==> src/inc/sys_ctrl_consts.svh <==
/*
 Constants of the system control/status/error register, its timers and interrupt logic.
 Assumes a 100 MHz core clock; included by bare name.
*/
`ifndef SYS_CTRL_CONSTS_SVH
`define SYS_CTRL_CONSTS_SVH

`define CSR_BASE_ADDR 32'h0004_4000
`define CSR_SPAN 32'h0000_0080
`define BIT_INTERVAL_TO 0
`define BIT_DUART 3
`define BIT_DUART_DMA 4
`define BIT_PIR9 5
`define BIT_PIR8 6
`define BIT_INH_INTERVAL 7
`define BIT_INH_SANITY 8
`define BIT_INH_BUS 9
`define BIT_FAIL_LED 16
`define BIT_BUS_TO 26
`define BIT_SANITY_TO 29
`define BIT_SYS_RESET_REQ 31
`define CSR_CLR_ON_WRITE 32'h001A_4000
`define CSR_SYSRST_SET 32'h0012_0780
`define CSR_SYSRST_CLR 32'h8000_8000
`define CSR_HW_SET 32'h7F81_801F
`define CSR_BASE_WR_CLEARS 32'h2400_0000
`define CSR_LVL15 32'h2780_0007
`define CSR_NMI 32'h6000_8000
`define CSR_POR_VALUE 32'h0012_0780

`define CORE_CLK_KHZ 100000
`define INTERVAL_BASE_KHZ 100
`define SANITY_BASE_KHZ 10
`define BUS_BASE_KHZ 500
`define BUS_TIMEOUT_US 1000
`define BUS_TIMEOUT_TICKS (`BUS_TIMEOUT_US * `BUS_BASE_KHZ / 1000)
`define INTERVAL_TICKS 1000
`define SANITY_TICKS 1000

`endif

==> src/inc/sys_ctrl_pkg.sv <==
/*
 Types of the system control block.
 Assumes nothing beyond the constants header.
*/
package sys_ctrl_pkg;
    typedef enum logic [1:0] {SIZE_WORD = 2'h0, SIZE_HALF = 2'h1, SIZE_BYTE = 2'h2} bus_size_e;
    typedef enum logic [3:0] {
        ACK_IDLE = 4'h1,
        ACK_BYPASS = 4'h2,
        ACK_OFF = 4'h4,
        ACK_ON = 4'h8
    } ack_state_e;
    typedef struct packed {
        logic [31:0] csr;
        logic sel_prev;
        logic [31:0] data;
        logic data_oe_n;
        logic [15:0] ivl_cnt;
        logic [15:0] san_cnt;
        logic [9:0] bus_cnt;
        logic bus_done;
        ack_state_e ack;
        logic [3:0] ack_addr;
        logic [2:0] off_ack;
        logic [2:0] bub_ack;
        logic wsel_n;
        logic bypass_req;
        logic nmi;
    } ctrl_state_s;
endpackage

==> src/logic/irq_prio_enc.sv <==
/*
 Registered 8-to-4 priority encoder of interrupt levels 15 down to 8.
 Assumes request bit i stands for level 8+i; output 0 means no request.
*/
`timescale 1ns/10ps
module irq_prio_enc
    import sys_ctrl_pkg::*;
(
    input wire logic core_clk_in,
    input wire logic rstn_in,
    input wire logic [7:0] req_in,
    output logic [3:0] level_out
);
    typedef struct packed {
        logic [3:0] level;
    } enc_state_s;
    enc_state_s q, d;

    always_comb
    begin
        d.level = 4'h0;
        for (int i = 0; i < 8; i++)
        begin
            if (req_in[i])
                d.level = {1'b1, 3'(i)};
        end
    end

    always_ff @(posedge core_clk_in or negedge rstn_in)
    begin
        if (!rstn_in)
            q <= '0;
        else
            q <= d;
    end

    assign level_out = q.level;
endmodule // irq_prio_enc

==> src/logic/sys_ctrl_top.sv <==
/*
 Control/status/error register with interval, sanity and bus timers and interrupt logic.
 Assumes a 100 MHz core clock, a processor bus taken as synchronous, and one access per select.
*/
`timescale 1ns/10ps
`include "sys_ctrl_consts.svh"

// Overview of operation
// - Interval timer counts 100 kHz ticks; held while bit 7 is set.
// - Interval expiry sets bit 0 and requests level 15.
// - Sanity timer counts down at 10 kHz, reloaded by software; held by bit 8.
// - Sanity zero lights diagnostic indicator, requests level 15, sets bit 29.
// - Power switch off starts the sanity countdown.
// - Bus timer counts 500 kHz ticks while address strobe asserted, resets on negation.
// - Bus timer reaching 1 ms lights indicator, requests level 15, sets bit 26.
// - Bus timer held while its inhibit bit (bit 9) is set.
// - A write acts on the decoded address only; data is ignored.
// - A read returns the whole 8-bit group on data 7..0, held all cycle.
// - Hardware reset does not clear the register as a whole.
// - Write at base plus 4n sets bit n; bits 14, 17, 19, 20 clear.
// - System reset sets bits 7-10, 17, 20 and clears 15, 31.
// - Hardware-set bits latch when their sources assert; programmed writes set or clear.
// - Eight levels: three off-board, programmed 9 and 8, three onboard.
// - Active levels priority-encoded and presented as levels 15 to 8.
// - Off-board acknowledge requests bypass, waits for grant, then acknowledges the card.
// - Onboard acknowledge loops address bits 5..2 back as vector, asserts wait select.
// - Enhanced bus peripheral wins over buffered microbus peripheral on same level.
// - Abort, sanity expiry and thermal shutdown raise the nonmaskable interrupt.
// - Level 15 shared by interval, power down, bus, memory, fail, bus timer.
module sys_ctrl_top
    import sys_ctrl_pkg::*;
#(
    parameter int SANITY_DIV = `CORE_CLK_KHZ / `SANITY_BASE_KHZ
)(
    input wire logic core_clk_in,
    input wire logic rstn_in,
    input wire logic sys_reset_in,
    input wire logic bus_sel_in,
    input wire logic bus_wr_in,
    input wire logic [1:0] bus_size_in,
    input wire logic [31:0] bus_addr_in,
    output logic [31:0] bus_data_out,
    output logic bus_data_oe_n_out,
    input wire logic [31:0] status_event_in,
    input wire logic power_off_in,
    input wire logic sanity_reload_in,
    input wire logic vas_in,
    input wire logic [2:0] bub_irq_in,
    input wire logic floppy_irq_in,
    input wire logic [2:0] offboard_irq_lines_n_in,
    input wire logic iack_in,
    input wire logic [3:0] ack_addr_in,
    input wire logic bypass_ack_in,
    output logic bypass_req_out,
    output logic [2:0] offboard_ack_out,
    output logic [2:0] bub_ack_out,
    output logic irq_wait_select_n_out,
    output logic [3:0] irq_level_out,
    output logic nmi_out,
    output logic diag_led_out
);
    ctrl_state_s q, d;
    logic ivl_tick, san_tick, bus_tick;
    logic [7:0] irq_req;
    logic [31:0] offs;
    logic [4:0] wr_idx;
    logic size_ok, hit, wr_hit, rd_start, clr_bit;
    logic [31:0] clr_mask;
    logic ivl_evt, san_evt, bus_evt;
    logic [1:0] bidx;

    time_base_div #(.DIV(`CORE_CLK_KHZ / `INTERVAL_BASE_KHZ)) u_ivl_div (
        .core_clk_in(core_clk_in),
        .rstn_in(rstn_in),
        .tick_out(ivl_tick)
    );
    time_base_div #(.DIV(SANITY_DIV)) u_san_div (
        .core_clk_in(core_clk_in),
        .rstn_in(rstn_in),
        .tick_out(san_tick)
    );
    time_base_div #(.DIV(`CORE_CLK_KHZ / `BUS_BASE_KHZ)) u_bus_div (
        .core_clk_in(core_clk_in),
        .rstn_in(rstn_in),
        .tick_out(bus_tick)
    );

    // Levels 14, 12, 10 carry both off-board cards and buffered microbus sources
    always_comb
    begin
        irq_req[7] = |(q.csr & `CSR_LVL15);
        irq_req[6] = bub_irq_in[0] | ~offboard_irq_lines_n_in[2];
        irq_req[5] = q.csr[`BIT_DUART] | q.csr[`BIT_DUART_DMA];
        irq_req[4] = bub_irq_in[1] | ~offboard_irq_lines_n_in[1];
        irq_req[3] = floppy_irq_in;
        irq_req[2] = bub_irq_in[2] | ~offboard_irq_lines_n_in[0];
        irq_req[1] = q.csr[`BIT_PIR9];
        irq_req[0] = q.csr[`BIT_PIR8];
    end

    irq_prio_enc u_enc (
        .core_clk_in(core_clk_in),
        .rstn_in(rstn_in),
        .req_in(irq_req),
        .level_out(irq_level_out)
    );

    // Address decode: size must match the low address bits
    always_comb
    begin
        offs = bus_addr_in - `CSR_BASE_ADDR;
        wr_idx = offs[6:2];
        case (bus_size_in)
            SIZE_WORD: size_ok = (offs[1:0] == 2'h0);
            SIZE_HALF: size_ok = (offs[1:0] == 2'h2);
            SIZE_BYTE: size_ok = (offs[1:0] == 2'h3);
            default: size_ok = 1'b0;
        endcase
        hit = (bus_addr_in >= `CSR_BASE_ADDR) && (offs < `CSR_SPAN) && size_ok;
        wr_hit = bus_sel_in && !q.sel_prev && bus_wr_in && hit;
        rd_start = bus_sel_in && !q.sel_prev && !bus_wr_in && hit;
        clr_mask = `CSR_CLR_ON_WRITE;
        clr_bit = clr_mask[wr_idx];
        bidx = 2'(q.ack_addr[2:1] - 2'h1);
    end

    always_comb
    begin
        d = q;
        ivl_evt = 1'b0;
        san_evt = 1'b0;
        bus_evt = 1'b0;
        d.sel_prev = bus_sel_in;

        // Interval timer
        if (q.csr[`BIT_INH_INTERVAL])
            d.ivl_cnt = 16'h0000;
        else if (ivl_tick)
        begin
            if (q.ivl_cnt == 16'(`INTERVAL_TICKS - 1))
            begin
                d.ivl_cnt = 16'h0000;
                ivl_evt = 1'b1;
            end
            else
                d.ivl_cnt = q.ivl_cnt + 16'h0001;
        end

        // Sanity timer: power-off overrides the inhibit
        if (sanity_reload_in)
            d.san_cnt = 16'(`SANITY_TICKS);
        else if (q.csr[`BIT_INH_SANITY] && !power_off_in)
            d.san_cnt = 16'(`SANITY_TICKS);
        else if (san_tick && q.san_cnt != 16'h0000)
        begin
            d.san_cnt = q.san_cnt - 16'h0001;
            san_evt = (q.san_cnt == 16'h0001);
        end

        // Bus access timer
        if (!vas_in || q.csr[`BIT_INH_BUS])
        begin
            d.bus_cnt = 10'h000;
            d.bus_done = 1'b0;
        end
        else if (bus_tick && !q.bus_done)
        begin
            if (q.bus_cnt == 10'(`BUS_TIMEOUT_TICKS - 1))
            begin
                d.bus_done = 1'b1;
                bus_evt = 1'b1;
            end
            else
                d.bus_cnt = q.bus_cnt + 10'h001;
        end

        // Register writes decode only the address
        if (wr_hit)
        begin
            d.csr[wr_idx] = !clr_bit;
            if (wr_idx == 5'h00)
                d.csr = d.csr & ~`CSR_BASE_WR_CLEARS;
        end
        if (sys_reset_in)
            d.csr = (d.csr | `CSR_SYSRST_SET) & ~`CSR_SYSRST_CLR;

        // Hardware sets last so they win over a clear in the same cycle
        d.csr = d.csr | (status_event_in & `CSR_HW_SET);
        if (ivl_evt)
            d.csr[`BIT_INTERVAL_TO] = 1'b1;
        if (san_evt)
        begin
            d.csr[`BIT_SANITY_TO] = 1'b1;
            d.csr[`BIT_FAIL_LED] = 1'b1;
        end
        if (bus_evt)
        begin
            d.csr[`BIT_BUS_TO] = 1'b1;
            d.csr[`BIT_FAIL_LED] = 1'b1;
        end
        d.nmi = |(q.csr & `CSR_NMI);

        // Register read: whole group, held while selected
        if (rd_start)
        begin
            d.data = {24'h00_0000, 8'(q.csr >> {wr_idx[4:3], 3'h0})};
            d.data_oe_n = 1'b0;
        end
        else if (!bus_sel_in && q.ack == ACK_IDLE)
        begin
            d.data = 32'h0000_0000;
            d.data_oe_n = 1'b1;
        end

        // Interrupt acknowledge
        case (q.ack)
            ACK_IDLE:
            begin
                if (iack_in)
                begin
                    d.ack_addr = ack_addr_in;
                    if (!ack_addr_in[0] && (ack_addr_in[1] || ack_addr_in[2]))
                    begin
                        d.ack = ACK_BYPASS;
                        d.bypass_req = 1'b1;
                    end
                    else
                    begin
                        d.ack = ACK_ON;
                        d.data = {28'h000_0000, ack_addr_in};
                        d.data_oe_n = 1'b0;
                        d.wsel_n = 1'b0;
                    end
                end
            end
            ACK_BYPASS:
            begin
                if (!iack_in)
                begin
                    d.ack = ACK_IDLE;
                    d.bypass_req = 1'b0;
                end
                else if (bypass_ack_in)
                begin
                    d.ack = ACK_OFF;
                    if (!offboard_irq_lines_n_in[bidx])
                        d.off_ack[bidx] = 1'b1;
                    else
                        d.bub_ack[bidx] = 1'b1;
                end
            end
            ACK_OFF, ACK_ON:
            begin
                if (!iack_in)
                begin
                    d.ack = ACK_IDLE;
                    d.bypass_req = 1'b0;
                    d.off_ack = 3'h0;
                    d.bub_ack = 3'h0;
                    d.wsel_n = 1'b1;
                    d.data = 32'h0000_0000;
                    d.data_oe_n = 1'b1;
                end
            end
            default:
            begin
                d.ack = ACK_IDLE;
            end
        endcase
    end

    always_ff @(posedge core_clk_in or negedge rstn_in)
    begin
        if (!rstn_in)
        begin
            q <= '0;
            q.csr <= `CSR_POR_VALUE;
            q.data_oe_n <= 1'b1;
            q.san_cnt <= 16'(`SANITY_TICKS);
            q.ack <= ACK_IDLE;
            q.wsel_n <= 1'b1;
        end
        else
            q <= d;
    end

    assign bus_data_out = q.data;
    assign bus_data_oe_n_out = q.data_oe_n;
    assign bypass_req_out = q.bypass_req;
    assign offboard_ack_out = q.off_ack;
    assign bub_ack_out = q.bub_ack;
    assign irq_wait_select_n_out = q.wsel_n;
    assign nmi_out = q.nmi;
    assign diag_led_out = q.csr[`BIT_FAIL_LED];
endmodule // sys_ctrl_top

==> src/logic/time_base_div.sv <==
/*
 Divider giving a one-cycle tick every DIV core clocks.
 Assumes one core clock and an asynchronous active-low reset.
*/
`timescale 1ns/10ps
module time_base_div
    import sys_ctrl_pkg::*;
#(
    parameter int DIV = 1000
)(
    input wire logic core_clk_in,
    input wire logic rstn_in,
    output logic tick_out
);
    typedef struct packed {
        logic [15:0] cnt;
        logic tick;
    } div_state_s;
    div_state_s q, d;

    always_comb
    begin
        d = q;
        d.tick = 1'b0;
        if (q.cnt == 16'(DIV - 1))
        begin
            d.cnt = 16'h0000;
            d.tick = 1'b1;
        end
        else
        begin
            d.cnt = q.cnt + 16'h0001;
        end
    end

    always_ff @(posedge core_clk_in or negedge rstn_in)
    begin
        if (!rstn_in)
            q <= '0;
        else
            q <= d;
    end

    assign tick_out = q.tick;
endmodule // time_base_div
==> config.mk <==
export PLATFORM = sky130hd
export DESIGN_NAME = sys_ctrl_top
export DESIGN_NICKNAME = d
export VERILOG_FILES = /design/src/inc/sys_ctrl_pkg.sv /design/src/logic/irq_prio_enc.sv /design/src/logic/sys_ctrl_top.sv /design/src/logic/time_base_div.sv
export VERILOG_INCLUDE_DIRS = /design/src /design/src/inc
export SDC_FILE = /design/constraint.sdc
export NUM_CORES = 1
export LEC_CHECK = 0
export ABC_CLOCK_PERIOD_IN_PS = 4100
export BUFFER_PORTS_ARGS = -buffer_cell sky130_fd_sc_hd__buf_2
export CAP_MARGIN = 20
export CORE_MARGIN = 2
export CORE_UTILIZATION = 59
export DETAILED_ROUTE_END_ITERATION = 7
export PLACE_DENSITY = 0.83
export REMOVE_ABC_BUFFERS = 1
export SETUP_SLACK_MARGIN = 0.3
export SLEW_MARGIN = 20
export SYNTH_ARGS = -nofsm -noshare
export SYNTH_HDL_FRONTEND = slang
export SYNTH_SLANG_ARGS = --single-unit
==> constraint.sdc <==
create_clock -name core_clk_in -period 4.1 [get_ports core_clk_in]
set_input_delay 0.205 -clock core_clk_in [delete_from_list [all_inputs] [get_ports core_clk_in]]
set_output_delay 0.205 -clock core_clk_in [all_outputs]
set_load 0.005 [all_outputs]
# --- Word level (Yosys, flattened, before mapping) ---
# Memory sizes are Yosys's and may differ from the RTL's.
# Cells that the tools add are included.
word_totals:
  mem_count: 1
  input_bits: 87
  register_bits: 181
  elab_cells: 193
  out_inout_bits: 47
  rom_bits: 32
op_classes:
  n_eq_ne: 25
  n_shift: 1
  addsub: 8
  muxes: 74
  n_reduce_logical: 46
  n_lt_le_gt_ge: 6
  bitwise: 10
mem_list:
  columns: ["memory", "words", "width", "rd", "rd_ports_with_merged_regs", "wr", "line_no", "text"]
  rows:
  - ["(name not given)", 32, 1, 1, 0, 0, "sys_ctrl_top.sv:123", "clr_bit = clr_mask[wr_idx];"]
op_table:
  columns: ["cell", "count"]
  rows:
  - ["2-to-1 mux 33 bit", 5]
  - ["2-to-1 mux 16 bit", 9]
  - ["one-hot mux 33 bit (2 select lines)", 1]
  - ["adder 16 x 1 -> 16 bit (second input constant)", 4]
  - ["2-to-1 mux 32 bit", 2]
  - ["2-to-1 mux 4 bit", 12]
  - ["bitwise mux 32 bit", 1]
  - ["== test 16 x 10 -> 1 bit (second input constant)", 2]
  - ["greater-or-equal comparator 32 x 19 -> 1 bit (second input constant)", 1]
  - ["less-than comparator 32 x 8 -> 1 bit (second input constant)", 1]
  - ["OR 32 x 31 -> 32 bit", 1]
  - [">> shifter 32 x 5 -> 8 bit", 1]
  - ["subtractor 32 x 19 -> 32 bit (second input constant)", 1]
  - ["2-to-1 mux 30 bit", 1]
  - ["2-to-1 mux 1 bit", 25]
  - ["2-to-1 mux 11 bit", 2]
  - ["inequality test 2 bit (second input constant)", 9]
  - ["== test 16 x 1 -> 1 bit (second input constant)", 1]
  - ["== test 16 x 14 -> 1 bit (second input constant)", 1]
  - ["== test 16 x 8 -> 1 bit (second input constant)", 1]
  - ["2-to-1 mux 8 bit", 2]
  - ["nonzero test 16 bit", 1]
  - ["subtractor 16 x 1 -> 16 bit (second input constant)", 1]
  - ["AND reduction 5 bit", 3]
  - ["other kinds (42)", 82]

# --- Depth between registers and ports, before layout ---
depth:
  ltp_word: 12
  ltp_mapped: 10
  mapped_depth_nobuf: 8

# --- Hierarchy ---
# A second synthesis with hierarchy kept.
unflattened:
  cells_unflattened: 853
  area_unflattened_um2: 8922.3
modules_own_cells:
  columns: ["mod", "area_per_inst_um2", "cells_each", "instances", "seq_area_each_um2"]
  rows:
  - ["sys_ctrl_top", 6319.8, 621, 1, 3121.7]
  - ["time_base_div at u_san_div", 822.0, 74, 1, 425.4]
  - ["time_base_div at u_ivl_div", 818.3, 72, 1, 425.4]
  - ["time_base_div at u_bus_div", 804.5, 70, 1, 425.4]
  - ["irq_prio_enc", 157.7, 16, 1, 100.1]

# --- Worst setup path before layout ---
# No wires, ideal clock.
synth_timing:
  path_type: "reg-to-reg"
  from: "register q[14] (netlist bit)"
  to: "register q, in the netlist bus_data_out[10]"
  path_buffers: 2
  synth_period_minus_slack_ns: 1.986
  path_stages_with_launch: 9
  setup_slack_ns: 2.114
  arrival_ns: 1.867
  path_cell_list: "dfrtp_1 buf_2 nor4b_4 nand2_1 or2_2 nand2_2 nor3_4 clkbuf_1 and2_1"
synth_rtl:
  columns: ["element", "line_no", "text"]
  rows:
  - ["from (decl)", "sys_ctrl_top.sv:62", "ctrl_state_s q, d;"]

==> qor.yml <==
clock_tree:
  cts_inserted_buffers: 17
  cts_tree: "built"
  cts.reportedPaths.clkPinSlew_ps: 70
  later_pin_clock_latency_in_the_skew_report_ps: 430
  cts.repair.resized: 0
  cts_htree_levels: 4
  clk_path_buf_depth: 2
  root_buffer: "sky130_fd_sc_hd__clkbuf_16"
  clock_sinks: 179
setup_path:
  timing.critical_path.cells: "dlygate4sd3_1 > buf_2 > nor4b_1 > nand4_1 > a21oi_1 > and3_1 > nor3_4 > and2_1"
  setup.worst_path.class: "input pin to flop"
  crit_buf_inv: 2
  worst_path_max_delay_cell: "sky130_fd_sc_hd__and3_1"
  maximum_cell_stage_delay_along_the_critical_path_ps: 570
  r2r_setup_slack_ps: 1840
  critical-path-top-delay-family: "simple AND/OR/NAND/NOR gates"
  worst-endpoint-arrival_ps: 2580
  timing.critical_path.required_ps: 4410
  end_kind: "flop"
  crit_path_start_kind: "input pin"
  path_max_fanout: 24
place:
  globalplace.congestion: 0.851
  place.port_buffers: 116
  placed_area_um2: 9030
  hpwl_mm: 12.2
detailed_routing:
  count_of_tritonroute_iterations_in_the_first_routing_pass: 5
  vias: 6313
  final_antenna_net_count: 0
  route.detailed.drc: 0
  drt-vias-per-instance: 5.67
  dr.first_iter.drc_count: 549
  wl_per_cell_um: 15.8
  routed_wl_mm: 17.5
synth:
  synth_top_area_cell: "sky130_fd_sc_hd__dfrtp_1"
  yosysUniqueCellTypes: 61
  register_bit_count_reported_by_yosys: 179
  most_used_flip_flop_cell_after_synthesis: "sky130_fd_sc_hd__dfrtp_1"
  cell_area_synth_um2: 8570
  yosysWarningCount: 0
  postSynth.asyncResetShare_pct: 100
  synth_enable_flop_cells: 0
  synth_seq_area_share_pct: 52.5
  synth_area_per_cell_um2: 10.4
  synthCells: 826
  synthDominantCellAreaShare_pct: 47.9
  most_area_consuming_cells_after_synthesis: "sky130_fd_sc_hd__dfrtp_1 48%, sky130_fd_sc_hd__dfstp_2 4.6%, sky130_fd_sc_hd__nor2_1 4.3%"
sta:
  finClkSkew_ps: 7.64
  timing.final.crit_period_ps: 2260
  totalNegativeSetupSlack_ps: 0
  rsz0062_at_grt: "false"
  achievable-frequency_mhz: 442
  timing.max_slew.rel_slack_pct: 40.5
  hold_violations: 0
  drv_slew: 0
  report.final.setup_viol: 0
  finalHoldWorstSlack_ps: 8.11
  period_utilisation_layout_pct: 55.2
  worst_pin_slew_ps: 893
die:
  floorplan.io_pins: 134
  die_height_um: 125
  floorplan.core_area_um2: 14400
  die-area_um2: 15500
  floorplan.die.width_um: 125
  initial_core_util_pct: 59.6
  fp-row-count: 44
pwr:
  seqPwrFrac_pct: 49.0
  switch_pwr_uw: 912
  swShare_pct: 24.1
  power_leakage_uw: 0.00437
  internal_power_uw: 2870
  power_frac_clock_pct: 42.9
  comb_power_share_pct: 8.2
  power.density_nw_per_um2: 388
  worst_ir_drop_vdd_mv: 0.269
grt:
  total_gr_overflow: 0
  grt_pass1_vias: 6180
  antenna_found_initial: 0
  global_route.usage.total_pct: 23.7
  grt_pass1_wl_mm: 29.9
  pin_count_of_the_biggest_net_entering_global_routing: 112
run:
  cap_violations: 0
finish:
  fillCellCount: 1074
  areaGrowthSynthToFinish_pct: 13.8
  layout.area.seq_um2: 4500
  postLayoutCellArea_um2: 9750
  layout.cells.most_common: "sky130_fd_sc_hd__dfrtp_1"
  total_nets_final: 1016
  multi_input_area_um2: 3630
  antenna_cells: 0
  most-common-layout-cells: "164 x sky130_fd_sc_hd__dfrtp_1, 115 x sky130_fd_sc_hd__buf_2, 99 x sky130_fd_sc_hd__nor2_1"
  final_layout_size_suffix_gt1_share_pct: 20.7
worst_hold_path:
  min_path_type: "input pin to flop"
run_status:
  run_status: "finished clean"
==> cell type report <==
cell class                 instances  area share, %
sequential                       179           46.1
multi-input combinational        571           37.3
timing repair buffer             129           7.48
clock buffer                      19           4.54
tap                              184           2.36
clock inverter                    13           1.54
inverter                          18          0.693
==> state kept, by name (all words and copies together), names as in the netlist, 2 cells and up <==
signal and flops:
q 79, bus_data_out 32, u_bus_div.q 16, u_ivl_div.q 16, u_san_div.q 16, u_enc.level_out 4, bub_ack_out 3, offboard_ack_out 3
irq_req 2
==> metrics by stage <==
step | setup WS [ps] | utilization, % | total power, uW | cells
2_1_floorplan | 2130 | - | 2020 | 768
3_3_place_gp | 1800 | 62.9 | 2170 | 1069
3_5_place_dp | 1710 | 62.9 | 2180 | 1069
4_1_cts | 1830 | 67.8 | 3810 | 1113
5_1_grt | 1610 | 67.9 | 3910 | 1113
6_report | 1840 | 67.9 | 3780 | 1113
==> worst paths after layout <==
check,depth (start not counted),endpoint,from
max,8,bus_data_out[21]$_DFF_PN0_,bus_sel_in
min,3,q[118]$_DFF_PN0_,status_event_in[24]
max reg2reg,6,bus_data_out[21]$_DFF_PN0_,q[16]$_DFFE_PN0P_
min reg2reg,2,irq_wait_select_n_out$_DFFE_PN1P_,irq_wait_select_n_out$_DFFE_PN1P_
max in group asynchronous,3,q[13]$_DFFE_PN1P_,rstn_in
min in group asynchronous,2,q[45]$_DFFE_PN0P_,rstn_in
==> metal layers <==
metal / track usage (%) / up-vias / part of all wire [%]
met1: 32.8 / 3101 / 45
li1: - / 3005 / -
met5: 0 / - / 0
met4: 7.40 / 0 / 1.9
met2: 38.4 / 175 / 48
met3: 4.38 / 32 / 4.9
==> power by group through the flow <==
| stage | Combinational [uW] | Clock [uW] | Sequential (uW) |
|---|---|---|---|
| 2_1_floorplan | 142 | 0 | 1880 |
| 3_3_place_gp | 291 | 0 | 1880 |
| 3_5_place_dp | 300 | 0 | 1880 |
| 4_1_cts | 312 | 1650 | 1850 |
| 5_1_grt | 349 | 1710 | 1860 |
| 6_report | 310 | 1620 | 1850 |
==> cell families after synthesis <==
logic type      Yosys count  share of synthesized area (%)
flops                   179                           52.5
compound gates          105                           7.42
xor+xnor                 70                           7.15
simple gates            366                           22.7
mux                      17                           3.18
buf+inv                  76                           5.14
fa+ha+maj                13                           1.90
==> synthesized netlist by cell type (all sizes together) (7+ instances only) <==
master / n
or4: 7
a21oi: 27
o21ai: 41
dfrtp: 164
mux4: 8
inv: 18
ha: 13
nand3: 39
buf: 46
nor2b: 11
nand2: 60
and3: 13
xor2: 39
or3: 13
dfstp: 15
o21bai: 9
nand4: 16
nor3: 20
clkbuf: 12
mux2i: 7
nor4: 15
nor2: 100
and2: 31
xnor2: 31
nand3b: 10
nand2b: 7
==> tightest hold or removal path, delay by kind of cell <==
family	cells	cell delay [ps]
buf+inv	1	100
compound gates	1	60
simple gates	1	40
==> repair_timing <==
action,4_1_cts,5_1_grt
buffers inserted,0,0
hold buffers,12,0
hold endpoints to repair,109,0
endpoints found under the setup margin,0,0
(Power assumes the default switching activity.)
